<file path="src/hw/drrm_defs.svh">
`ifndef DRRM_DEFS_SVH
`define DRRM_DEFS_SVH
// ==========================================================
// Mode register selectors and field positions
`define DRRM_MR_THERMAL 3'h4
`define DRRM_MR_FEATURE 3'h3
`define DRRM_TCR_EN_BIT 3
`define DRRM_TCR_EXT_BIT 2
`define DRRM_FGR_HI 8
`define DRRM_FGR_LO 6
// ==========================================================
// Granularity codes
`define DRRM_FGR_FIX1 3'h0
`define DRRM_FGR_FIX2 3'h1
`define DRRM_FGR_FIX4 3'h2
`define DRRM_FGR_OTF12 3'h5
`define DRRM_FGR_OTF14 3'h6
// ==========================================================
// Timing in ns and cycles at 20 ns
`define DRRM_CLK_NS 20
`define DRRM_BASE_REFI_NS 7800
`define DRRM_EXT_REFI_NS 3900
`define DRRM_RFC1_NS 260
`define DRRM_RFC2_NS 160
`define DRRM_RFC4_NS 110
`define DRRM_REFI_CYC(ns) (((ns) / `DRRM_CLK_NS))
`define DRRM_RFC_CYC(ns) (((ns) + `DRRM_CLK_NS - 1) / `DRRM_CLK_NS)
// ==========================================================
// Temperature thresholds in deg C and skip ceilings
`define DRRM_TEMP_COLD 8'sh2D
`define DRRM_TEMP_NORM 8'sh55
`define DRRM_TEMP_HOT 8'sh5F
`define DRRM_SKIP_NORM 2'h3
`define DRRM_SKIP_EXT 3'h7
`endif

</file>
<file path="src/hw/drrm_pkg.sv">
package drrm_pkg;
  typedef enum logic [1:0] {
    DRRM_RATE_1X = 2'b00,
    DRRM_RATE_2X = 2'b01,
    DRRM_RATE_4X = 2'b10
  } drrm_rate_e;
endpackage

</file>
<file path="src/hw/drrm_if.sv">
`timescale 1ns/1ps
// ==========================================================
// Command link between controller and device
interface drrm_if;
  logic cs_n;
  logic act_n;
  logic ras_n;
  logic cas_n;
  logic we_n;
  logic [1:0] bg;
  logic [2:0] mr_sel;
  logic [13:0] addr;
  modport ctrl (output cs_n, act_n, ras_n, cas_n, we_n, bg, mr_sel, addr);
  modport dev (input cs_n, act_n, ras_n, cas_n, we_n, bg, mr_sel, addr);
endinterface

</file>
<file path="src/hw/drrm_ctrl.sv">
`timescale 1ns/1ps
`include "drrm_defs.svh"
// ==========================================================
// Controller end: programs modes and issues timed refreshes
module drrm_ctrl import drrm_pkg::*; (
  input wire logic CORE_CLK_I,
  input wire logic RESET_I,
  input wire logic CLK_EN_I,
  input wire logic CFG_REQ_I,
  input wire logic CFG_TCR_EN_I,
  input wire logic CFG_TCR_EXT_I,
  input wire logic [2:0] CFG_FGR_I,
  input wire logic CFG_WIDE_HOT_I,
  input wire logic HIGH_RATE_I,
  input wire logic signed [7:0] CASE_TEMP_I,
  drrm_if.ctrl cmd,
  output logic CFG_DONE_O,
  output logic REF_ISSUED_O
);
  typedef enum logic [1:0] {
    DRRM_ST_IDLE = 2'b00,
    DRRM_ST_THERM = 2'b01,
    DRRM_ST_FEAT = 2'b10,
    DRRM_ST_RUN = 2'b11
  } drrm_st_e;

  drrm_st_e st_q;
  logic [2:0] fgr_q;
  logic tcr_en_q, tcr_ext_q, dbl_odd_q;
  logic [3:0] quad_cnt_q;
  logic [8:0] refi_q, rfc_q;

  // ==========================================================
  // Thermal refresh forces fixed 1x granularity
  wire [2:0] fgr_req_w = CFG_TCR_EN_I ? `DRRM_FGR_FIX1 : CFG_FGR_I;
  // Pick refresh type; single rate only on group boundary
  wire pair_w = (fgr_q == `DRRM_FGR_OTF12) && dbl_odd_q;
  wire grp_w = (fgr_q == `DRRM_FGR_OTF14) && (quad_cnt_q[1:0] != 2'h0);
  // Reserved codes never ask for a high rate
  wire otf_w = (fgr_q == `DRRM_FGR_OTF12) || (fgr_q == `DRRM_FGR_OTF14);
  wire hi_w = otf_w && (HIGH_RATE_I || pair_w || grp_w);
  drrm_rate_e rate_w;
  assign rate_w = otf_w ? (hi_w ? (fgr_q[1] ? DRRM_RATE_4X : DRRM_RATE_2X)
                                   : DRRM_RATE_1X)
                           : (fgr_q == `DRRM_FGR_FIX2 ? DRRM_RATE_2X :
                              fgr_q == `DRRM_FGR_FIX4 ? DRRM_RATE_4X : DRRM_RATE_1X);
  // Interval: base or extended, scaled by rate and temperature
  wire [8:0] base_w = (tcr_ext_q && !(tcr_en_q == 1'b0 && CASE_TEMP_I < `DRRM_TEMP_NORM))
      ? 9'(`DRRM_REFI_CYC(`DRRM_EXT_REFI_NS))
      : 9'(`DRRM_REFI_CYC(`DRRM_BASE_REFI_NS));
  // Above 95C with CFG_WIDE_HOT_I the extended base is already halved, so only one more step
  wire [1:0] hot_sh_w = (CASE_TEMP_I > `DRRM_TEMP_HOT && CFG_WIDE_HOT_I) ?
                        (tcr_ext_q ? 2'h1 : 2'h2) :
                        (CASE_TEMP_I > `DRRM_TEMP_NORM && !tcr_ext_q) ? 2'h1 : 2'h0;
  wire [8:0] refi_w = (base_w >> rate_w) >> hot_sh_w;
  wire [8:0] rfc_w = (rate_w == DRRM_RATE_4X) ? 9'(`DRRM_RFC_CYC(`DRRM_RFC4_NS)) :
                     (rate_w == DRRM_RATE_2X) ? 9'(`DRRM_RFC_CYC(`DRRM_RFC2_NS)) :
                     9'(`DRRM_RFC_CYC(`DRRM_RFC1_NS));
  // Wait both the interval and the prior cycle time; interval dominates anyway
  wire fire_w = (st_q == DRRM_ST_RUN) && (refi_q == 9'h0) && (rfc_q == 9'h0);
  wire mrs_w = (st_q == DRRM_ST_THERM) || (st_q == DRRM_ST_FEAT);

  // ==========================================================
  // Command pins
  always_ff @(posedge CORE_CLK_I or posedge RESET_I) begin
    if (RESET_I) begin
      cmd.cs_n <= 1'b1;
      cmd.act_n <= 1'b1;
      cmd.ras_n <= 1'b1;
      cmd.cas_n <= 1'b1;
      cmd.we_n <= 1'b1;
      cmd.bg <= 2'h0;
      cmd.mr_sel <= 3'h0;
      cmd.addr <= 14'h0000;
    end else if (CLK_EN_I) begin
      cmd.cs_n <= !(mrs_w || fire_w);
      cmd.act_n <= 1'b1;
      cmd.ras_n <= !(mrs_w || fire_w);
      cmd.cas_n <= !(mrs_w || fire_w);
      cmd.we_n <= !mrs_w;
      cmd.bg <= {1'b0, fire_w && rate_w != DRRM_RATE_1X && otf_w};
      cmd.mr_sel <= (st_q == DRRM_ST_THERM) ? `DRRM_MR_THERMAL : `DRRM_MR_FEATURE;
      cmd.addr <= (st_q == DRRM_ST_THERM)
          ? 14'({tcr_en_q, tcr_ext_q} << `DRRM_TCR_EXT_BIT)
          : 14'({fgr_q} << `DRRM_FGR_LO);
    end
  end

  // ==========================================================
  // Sequencer: MRS first, then periodic refresh
  always_ff @(posedge CORE_CLK_I or posedge RESET_I) begin
    if (RESET_I) begin
      st_q <= DRRM_ST_IDLE;
      fgr_q <= `DRRM_FGR_FIX1;
      tcr_en_q <= 1'b0;
      tcr_ext_q <= 1'b0;
      dbl_odd_q <= 1'b0;
      quad_cnt_q <= 4'h0;
      refi_q <= 9'h0;
      rfc_q <= 9'h0;
      CFG_DONE_O <= 1'b0;
      REF_ISSUED_O <= 1'b0;
    end else if (CLK_EN_I) begin
      CFG_DONE_O <= (st_q == DRRM_ST_FEAT);
      REF_ISSUED_O <= fire_w;
      if (refi_q != 9'h0) refi_q <= refi_q - 9'h1;
      if (rfc_q != 9'h0) rfc_q <= rfc_q - 9'h1;
      unique case (st_q)
        DRRM_ST_IDLE, DRRM_ST_RUN: begin
          // Mode change only on a completed refresh group
          if (CFG_REQ_I && !dbl_odd_q && quad_cnt_q[1:0] == 2'h0 && rfc_q == 9'h0) begin
            tcr_en_q <= CFG_TCR_EN_I;
            tcr_ext_q <= CFG_TCR_EXT_I;
            fgr_q <= fgr_req_w;
            st_q <= DRRM_ST_THERM;
          end else if (fire_w) begin
            refi_q <= refi_w;
            rfc_q <= rfc_w;
            if (rate_w == DRRM_RATE_2X) dbl_odd_q <= !dbl_odd_q;
            if (rate_w == DRRM_RATE_4X) quad_cnt_q <= quad_cnt_q + 4'h1;
          end
        end
        DRRM_ST_THERM: st_q <= DRRM_ST_FEAT;
        DRRM_ST_FEAT: st_q <= DRRM_ST_RUN;
      endcase
    end
  end
endmodule // drrm_ctrl

</file>
<file path="src/flat_wrapper.sv">
// flat-port wrapper written by rule: the top's interface ports become plain ports
module drrm_ctrl_flat import drrm_pkg::*;
  (CORE_CLK_I, RESET_I, CLK_EN_I, CFG_REQ_I, CFG_TCR_EN_I, CFG_TCR_EXT_I, CFG_FGR_I, CFG_WIDE_HOT_I, HIGH_RATE_I, CASE_TEMP_I, CFG_DONE_O, REF_ISSUED_O, cmd_cs_n, cmd_act_n, cmd_ras_n, cmd_cas_n, cmd_we_n, cmd_bg, cmd_mr_sel, cmd_addr);
  drrm_if cmd_i ();
  input wire logic CORE_CLK_I;
  input wire logic RESET_I;
  input wire logic CLK_EN_I;
  input wire logic CFG_REQ_I;
  input wire logic CFG_TCR_EN_I;
  input wire logic CFG_TCR_EXT_I;
  input wire logic [2:0] CFG_FGR_I;
  input wire logic CFG_WIDE_HOT_I;
  input wire logic HIGH_RATE_I;
  input wire logic signed [7:0] CASE_TEMP_I;
  output logic CFG_DONE_O;
  output logic REF_ISSUED_O;
  output wire logic [$bits(cmd_i.cs_n)-1:0] cmd_cs_n;
  output wire logic [$bits(cmd_i.act_n)-1:0] cmd_act_n;
  output wire logic [$bits(cmd_i.ras_n)-1:0] cmd_ras_n;
  output wire logic [$bits(cmd_i.cas_n)-1:0] cmd_cas_n;
  output wire logic [$bits(cmd_i.we_n)-1:0] cmd_we_n;
  output wire logic [$bits(cmd_i.bg)-1:0] cmd_bg;
  output wire logic [$bits(cmd_i.mr_sel)-1:0] cmd_mr_sel;
  output wire logic [$bits(cmd_i.addr)-1:0] cmd_addr;
  assign cmd_cs_n = cmd_i.cs_n;
  assign cmd_act_n = cmd_i.act_n;
  assign cmd_ras_n = cmd_i.ras_n;
  assign cmd_cas_n = cmd_i.cas_n;
  assign cmd_we_n = cmd_i.we_n;
  assign cmd_bg = cmd_i.bg;
  assign cmd_mr_sel = cmd_i.mr_sel;
  assign cmd_addr = cmd_i.addr;
  drrm_ctrl u_core (.CORE_CLK_I(CORE_CLK_I), .RESET_I(RESET_I), .CLK_EN_I(CLK_EN_I), .CFG_REQ_I(CFG_REQ_I), .CFG_TCR_EN_I(CFG_TCR_EN_I), .CFG_TCR_EXT_I(CFG_TCR_EXT_I), .CFG_FGR_I(CFG_FGR_I), .CFG_WIDE_HOT_I(CFG_WIDE_HOT_I), .HIGH_RATE_I(HIGH_RATE_I), .CASE_TEMP_I(CASE_TEMP_I), .cmd(cmd_i), .CFG_DONE_O(CFG_DONE_O), .REF_ISSUED_O(REF_ISSUED_O));
endmodule
</file>
<file path="config.mk">
export PLATFORM = sky130hd
export DESIGN_NAME = drrm_ctrl_flat
export DESIGN_NICKNAME = d
export VERILOG_FILES = /design/src/hw/drrm_pkg.sv /design/src/hw/drrm_if.sv /design/src/hw/drrm_ctrl.sv /design/src/flat_wrapper.sv
export VERILOG_INCLUDE_DIRS = /design/src /design/src/hw
export SDC_FILE = /design/constraint.sdc
export NUM_CORES = 1
export LEC_CHECK = 0
export ABC_AREA = 1
export ABC_CLOCK_PERIOD_IN_PS = 3100
export BUFFER_PORTS_ARGS = -buffer_cell sky130_fd_sc_hd__buf_4
export CORE_UTILIZATION = 35
export CTS_CLUSTER_SIZE = 25
export DETAILED_ROUTE_END_ITERATION = 7
export PLACE_DENSITY_LB_ADDON = 0.1
export SYNTH_ARGS = -nofsm -noshare
export SYNTH_HDL_FRONTEND = slang
export SYNTH_SLANG_ARGS = --single-unit
</file>
<file path="constraint.sdc">
create_clock -name CORE_CLK_I -period 3.1 [get_ports CORE_CLK_I]
set_clock_uncertainty 0.2 [all_clocks]
set_input_delay 0.31 -clock CORE_CLK_I [delete_from_list [all_inputs] [get_ports CORE_CLK_I]]
set_output_delay 0.31 -clock CORE_CLK_I [all_outputs]
set_load 0.01 [all_outputs]
</file>
==> impl_results.rst, run 1 <==
.. list-table::
   :header-rows: 1

   * - Metric
     - Value
   * - Critical path launch point type
     - flip-flop
   * - Worst Min Path Start
     - CFG_FGR_I[2]
   * - Number of flip-flops and latches in the synthesized netlist
     - 40
   * - Highest Clock Rate
     - 0.434 GHz
   * - Routed length per placed instance
     - 11.6 µm
   * - CTS Buf Count
     - 5
   * - Number of ports placed on the die boundary
     - 45
   * - Total routing usage reported by global routing
     - 0.161
   * - 1st-pass router iterations
     - 6
   * - Fraction of final layout cells with drive strength greater than 1
     - 0.153
   * - Core Footprint
     - 6790 µm²
   * - Leading cell types by total area after synthesis
     - dfrtp_1 (39%), nand2_1 (13%), inv_1 (6.6%)
   * - Tcrit/Tclk final
     - 0.744
   * - Endpoint kind of the worst setup timing path
     - flip-flop
   * - Power per Cell Area
     - 688 nW/µm²
   * - Cell repeated most along the worst path
     - nand2_1
   * - Via count of the first global-routing pass
     - 1972
   * - Data required, critical path
     - 3.08 ns
   * - Clock net sink count
     - 40
   * - CP Data Arrival Time
     - 2.28 ns
   * - Fin nets
     - 388
   * - Total leakage power
     - 0.00148 µW
   * - Fill cell instance count of the final layout
     - 707
   * - Die Outline Area
     - 7340 µm²
   * - RR Startpoint
     - u_core.refi_q[0]
   * - Cell count after placement
     - 447
   * - Drt first-iter violations
     - 107
   * - Number of different library cells in the post-synthesis netlist
     - 33
   * - Average footprint of a synthesized cell
     - 7.51 µm²
   * - Number of warnings printed during yosys synthesis
     - 0
   * - Number of antenna cells inserted
     - 0
   * - Path type of the worst min-delay path
     - in -> reg
   * - Status
     - complete, but fails checks
   * - Cell count after synthesis
     - 326
   * - Core Rows
     - 30
   * - Post-route worst hold slack
     - 0.0150 ns
   * - Final number of max-transition violations
     - 0
   * - Crit path largest cell delay
     - 0.36 ns
   * - Maximum level of the CTS H-tree
     - 2
   * - Post-CTS resize count
     - 0
   * - Crit Path Class
     - reg -> reg
   * - Met3 track demand over resource in global routing
     - 0.0241
   * - Worst reg2reg path depth
     - 10
   * - Placer's final routability congestion estimate
     - 0.782
   * - Largest area contributor in the netlist
     - dfrtp_1
   * - ANT nets after route
     - 0
   * - Via total after detailed routing
     - 2016
   * - CP max-delay cell
     - dfrtp_1
   * - Proportion of synthesized chip area in sequential cells
     - 0.410
   * - Clock Pin Slew Worst Setup and Hold Paths
     - 0.08 ns
   * - Dpl hpwl
     - 3.98 mm
   * - Finish-stage setup viols
     - 0
   * - Portion of synthesized cell area occupied by the leading cell type
     - 0.388
   * - Die span in y
     - 85.7 µm
   * - Flop-to-flop setup slack
     - 0.80 ns
   * - Area of the mapped netlist
     - 2450 µm²
   * - Routing layer with the top usage in global route
     - met2
   * - Pin count of the biggest net entering global routing
     - 41
   * - Number of cells in the finished layout apart from fillers
     - 456
   * - Post-route DRC violation count
     - 1
   * - CTS root buffer
     - clkbuf_8
   * - Routed wire length
     - 5.28 mm
   * - Time the worst path needs with I/O delays and setup
     - 2.30 ns
   * - Wire length of the first global-routing pass
     - 9.28 mm
   * - Worst Max-Slew Pin Slew
     - 0.529 ns
   * - Destination of the worst hold path
     - u_core.fgr_q[2]
   * - Mean number of vias per cell
     - 4.42
   * - Worst slack at placement
     - 0.794 ns
   * - Clock Tree Buf Depth
     - 2
   * - Relative slew slack
     - 0.648
   * - Initial cell density of the core
     - 0.361
   * - Initial antenna violation count
     - 0
   * - Final core area utilization
     - 0.416
   * - Grt met2 use
     - 0.244
   * - Count of input and output buffers
     - 33
   * - Hold violation total from the final report
     - 0
   * - Setup TNS Final
     - 0 ns
   * - Violated checks
     - DRC
   * - Max-capacitance violation count
     - 0
   * - Final worst-path setup slack
     - 0.795 ns
   * - Die Wd
     - 85.7 µm
   * - Area Overhead vs Synth
     - 15.5%
   * - Max FO, Critical Path
     - 11
   * - Later-pin clock latency in the skew report
     - 0.29 ns
   * - Met1 Resource Use GR
     - 0.229
   * - Hold Path Stages
     - 3
   * - Sum of overflow across all layers after global routing
     - 0
   * - End of the worst register-to-register path
     - u_core.quad_cnt_q[0]
   * - RSZ-0062 raised after global routing
     - false
   * - CTS tree
     - built
   * - Worst path cell trace
     - inv_1, ha_1, nand2_1, nor2_1, nand4_4, nor2_2, nand2_2, nor2_4, nand2_1, xor2_1
   * - Max rail drop VDD
     - 0.252 mV
[cell usage in the layout, fill, tap and decap left out, drive strengths merged, types with 6 or more instances in the layout]
cell type	netlist	layout
nor2	34	34
xor2	7	7
o21ai	18	18
nor3	6	6
dfrtp	38	38
a21oi	7	7
ha	10	10
nand3	27	27
buf	16	35
inv	44	44
nand2	90	90
clkbuf	3	6
conb	2	11
[cells by family after synthesis]
logic type	Yosys count	synth area share
XOR/XNOR	12	0.0429
flip-flops	40	0.410
AND/OR/NAND/NOR	164	0.291
AO/OA/AOI/OAI	34	0.0786
buffers and inverters	64	0.124
other	2	0.00307
adder cells (fa/ha/maj)	10	0.0511
[flip-flops by register name, indices dropped and copies added (netlist names)]
signal,count
u_core.tcr_ext_q,1
u_core.rfc_q,9
u_core.st_q,2
u_core.cmd.we_n,1
u_core.cmd.addr,5
u_core.CFG_DONE_O,1
u_core.refi_q,9
u_core.fgr_q,3
u_core.cmd.bg,1
u_core.dbl_odd_q,1
u_core.REF_ISSUED_O,1
u_core.cmd.mr_sel,2
u_core.quad_cnt_q,2
u_core.cmd.ras_n,1
u_core.tcr_en_q,1
[per-layer routing]
metal	vias up	routed length, µm
li1	1067	-
met1	892	2630
met2	46	2330
met3	11	180
met4	0	138
met5	-	0
[area by class of cell]
class                   instances  area (µm²)  area share
clock buffers                   6        72.6      0.0257
multi-input cells             231        1180       0.416
repair buffers                 36         273      0.0964
clock inverters                 2        12.5     0.00442
well taps                      96         120      0.0425
flip-flops and latches         40        1000       0.355
inverters                      45         170      0.0602
[synthesized netlist by cell type]
library cell / n
nand2_1: 88
inv_1: 43
dfrtp_1: 38
nor2_1: 31
nand3_1: 27
o21ai_0: 17
buf_4: 14
ha_1: 10
a21oi_1: 7
xor2_1: 7
nor3_1: 5
xnor2_1: 5
o22ai_1: 4
clkbuf_1: 3
nand4_1: 3
o211ai_1: 3
conb_1: 2
dfstp_2: 2
nand2_2: 2
nor2_2: 2
a211oi_1: 1
buf_2: 1
buf_6: 1
clkinv_2: 1
inv_2: 1
nand3b_1: 1
nand4_4: 1
nor2_4: 1
nor3_2: 1
nor4_1: 1
o21ai_2: 1
o41ai_1: 1
or2_2: 1
[worst max-delay path: cells and delay by family, from the launching register on]
family	cells	cell delay [ns]
adders and majority gates	1	0.24
DFF	1	0.36
xor gates and xnor gates	1	0.15
and+or+nand+nor	7	1.10
buffers and inverters	1	0.14
[power by group]
part	internal, µW	switching, µW
Clock	157	187
Sequential	705	144
Combinational	336	418
[through the flow]
| stage | cell area (µm²) | power (µW) |
|---|---|---|
| 2_1_floorplan | 2480 | 1400 |
| 3_3_place_gp | 2730 | 1620 |
| 3_5_place_dp | 2730 | 1610 |
| 4_1_cts | 2830 | 1980 |
| 5_1_grt | 2830 | 2130 |
| 6_report | 2830 | 1950 |
[worst max-delay path by stage]
stage / start / endpoint / slack [ns] / cells after the start
2_1_floorplan: u_core.refi_q[0] / u_core.refi_q[1] / 1.09 / 12
3_3_place_gp: u_core.refi_q[0] / u_core.quad_cnt_q[0] / 0.88 / 10
3_5_place_dp: u_core.refi_q[0] / u_core.quad_cnt_q[0] / 0.79 / 10
4_1_cts: u_core.refi_q[0] / u_core.quad_cnt_q[0] / 0.77 / 10
5_1_grt: u_core.refi_q[0] / u_core.quad_cnt_q[0] / 0.58 / 10
6_report: u_core.refi_q[0] / u_core.quad_cnt_q[0] / 0.80 / 10
[repair_timing]
item,CTS,global route
endpoints found under the hold margin,38,0
hold buffers,1,0
buffers inserted,0,0
Note: power is estimated with default switching activity, not from simulation.
==> run 2: changes to the inputs <==
- ABC_CLOCK_PERIOD_IN_PS: 3100 -> 2050
- clock period: 3.1 -> 2.05 ns (I/O delays scaled with it)
==> run 2 against run 1 <==
The flow finishes with violations (DRC, setup timing). Utilization increased by 7.8 points. Via count rose by 9.7%. Setup slack worse by 0.87 ns. Critical path depth increased by 2. Cell area up 19%. Final cell count increased by 8.8%. Sequential share of layout area fell by 5.6 points. Routed wire length is 13% higher. Sequential cell count stayed put.
==> impl_results.rst, run 2 (same netlist as run 1, synthesis figures left out) <==
.. list-table::
   :header-rows: 1

   * - Metric
     - Value
   * - Status
     - complete, but fails checks
   * - Violated checks
     - DRC, setup timing
   * - Maximum level of the CTS H-tree
     - 2
   * - CP Data Arrival Time
     - 2.11 ns
   * - CTS root buffer
     - clkbuf_8
   * - Sum of overflow across all layers after global routing
     - 0
   * - Dpl hpwl
     - 4.11 mm
   * - Data required, critical path
     - 2.04 ns
   * - Most common library cell in the layout ignoring fill and taps
     - nand2_1
   * - Total routing usage reported by global routing
     - 0.161
   * - Top Registers
     - u_core.refi_q x9, u_core.rfc_q x9, u_core.cmd.addr x5
   * - Tcrit/Tclk final
     - 1.03
   * - Fin nets
     - 428
   * - Endpoint kind of the worst setup timing path
     - flip-flop
   * - CTS tree
     - built
   * - Clock Pin Slew Worst Setup and Hold Paths
     - 0.09 ns
   * - Fill cell instance count of the final layout
     - 697
   * - Highest Clock Rate
     - 0.472 GHz
   * - Core Rows
     - 30
   * - Commonest cells after routing, fill and taps aside
     - nand2_1 (74), buf_4 (65), inv_1 (38), dfrtp_1 (38), nor2_1 (26)
   * - Max FO, Critical Path
     - 8
   * - Final number of max-transition violations
     - 0
   * - Fraction of final layout cells with drive strength greater than 1
     - 0.318
   * - Final worst-path setup slack
     - -0.0707 ns
   * - Die Outline Area
     - 7340 µm²
   * - Worst Max-Slew Pin Slew
     - 0.542 ns
   * - 1st-pass router iterations
     - 6
   * - Hold violation total from the final report
     - 0
   * - Finish-stage setup viols
     - 3
   * - Via count of the first global-routing pass
     - 2039
   * - Post-route worst hold slack
     - 0.0689 ns
   * - Time the worst path needs with I/O delays and setup
     - 2.12 ns
   * - Die Wd
     - 85.7 µm
   * - Number of ports placed on the die boundary
     - 45
   * - Crit Path Class
     - reg -> reg
   * - Pin count of the biggest net entering global routing
     - 41
   * - Placer's final routability congestion estimate
     - 0.808
   * - Initial cell density of the core
     - 0.361
   * - Initial antenna violation count
     - 0
   * - Die span in y
     - 85.7 µm
   * - Critical path launch point type
     - flip-flop
   * - Mean number of vias per cell
     - 4.46
   * - Max rail drop VDD
     - 0.403 mV
   * - Final core area utilization
     - 0.494
   * - Count of input and output buffers
     - 33
   * - Total leakage power
     - 0.00176 µW
   * - Drt first-iter violations
     - 55
   * - Routed wire length
     - 5.96 mm
   * - Clock Tree Buf Depth
     - 2
   * - Number of antenna cells inserted
     - 0
   * - Path type of the worst min-delay path
     - in -> reg
   * - Routed length per placed instance
     - 12.0 µm
   * - Via total after detailed routing
     - 2212
   * - Wire length of the first global-routing pass
     - 9.38 mm
   * - Max-capacitance violation count
     - 0
   * - Clock net sink count
     - 40
   * - Relative slew slack
     - 0.639
   * - CTS Buf Count
     - 5
   * - Power per Cell Area
     - 1050 nW/µm²
   * - Later-pin clock latency in the skew report
     - 0.30 ns
   * - RSZ-0062 raised after global routing
     - true
   * - Post-route DRC violation count
     - 1
   * - Area Overhead vs Synth
     - 37.1%
   * - ANT nets after route
     - 0
   * - Core Footprint
     - 6790 µm²
[run 2: layout make-up]
| cell class | instances | area (µm²) | area share |
|---|---|---|---|
| multi-input cells | 231 | 1340 | 0.397 |
| flip-flops and latches | 40 | 1000 | 0.299 |
| repair buffers | 76 | 614 | 0.183 |
| inverters | 45 | 171 | 0.0510 |
| well taps | 96 | 120 | 0.0358 |
| clock buffers | 5 | 68.8 | 0.0205 |
| clock inverters | 3 | 46.3 | 0.0138 |
[run 2: path summary, 6_finish.rpt]
check | start | endpoint | slack [ns] | cells after the start
setup / recovery | u_core.rfc_q[1] | u_core.quad_cnt_q[0] | -0.07 | 12
hold / removal | CLK_EN_I | u_core.rfc_q[2] | 0.07 | 4
setup reg to reg | u_core.rfc_q[1] | u_core.quad_cnt_q[0] | -0.07 | 12
hold reg to reg | u_core.cmd.we_n | u_core.cmd.we_n | 0.27 | 2
max in group asynchronous | RESET_I | u_core.cmd.ras_n | 0.88 | 4
min in group asynchronous | RESET_I | u_core.rfc_q[7] | 0.40 | 4
[run 2: stage by stage]
step                      worst slack (ns)  setup TNS (ns)  power, µW  area, µm²  instances
after floorplan                     0.0363               0       2110       2480        335
after global placement              0.0158               0       2640       2910        471
after detailed placement           -0.0534          -0.136       2630       2910        471
after CTS                          -0.0247         -0.0247       3340       3090        484
after global routing                -0.158           -1.47       3780       3360        496
final                              -0.0707          -0.115       3520       3360        496
[run 2: repair_timing]
item	4_1_cts	5_1_grt
hold buffers	5	0
endpoints found under the setup margin	11	24
pin swaps	0	10
gates resized for setup	3	56
setup buffers	0	12
hold endpoints to repair	42	0
[run 2: report_power, final]
part | internal [µW] | total [µW] | switching, µW
registers | 1060 | 1240 | 177
clock network | 367 | 683 | 316
logic | 752 | 1590 | 840
[run 2: routing by layer]
metal	track usage	routed length, µm	vias to the layer above
met4	0.0485	84	0
met1	0.225	2900	1014
met2	0.252	2800	39
li1	-	-	1150
met5	0	0	-
met3	0.0327	175	9
[run 2: worst max-delay path, stage by stage, from the launching register on]
cell,delay [ns]
dfrtp_1,0.40
inv_2,0.09
ha_4,0.16
nand2_4,0.06
nor2_4,0.12
nand2_4,0.09
inv_4,0.08
nand4_4,0.09
nor2_4,0.16
nand2_4,0.11
nor2_4,0.21
nand2_2,0.10
xor2_1,0.15
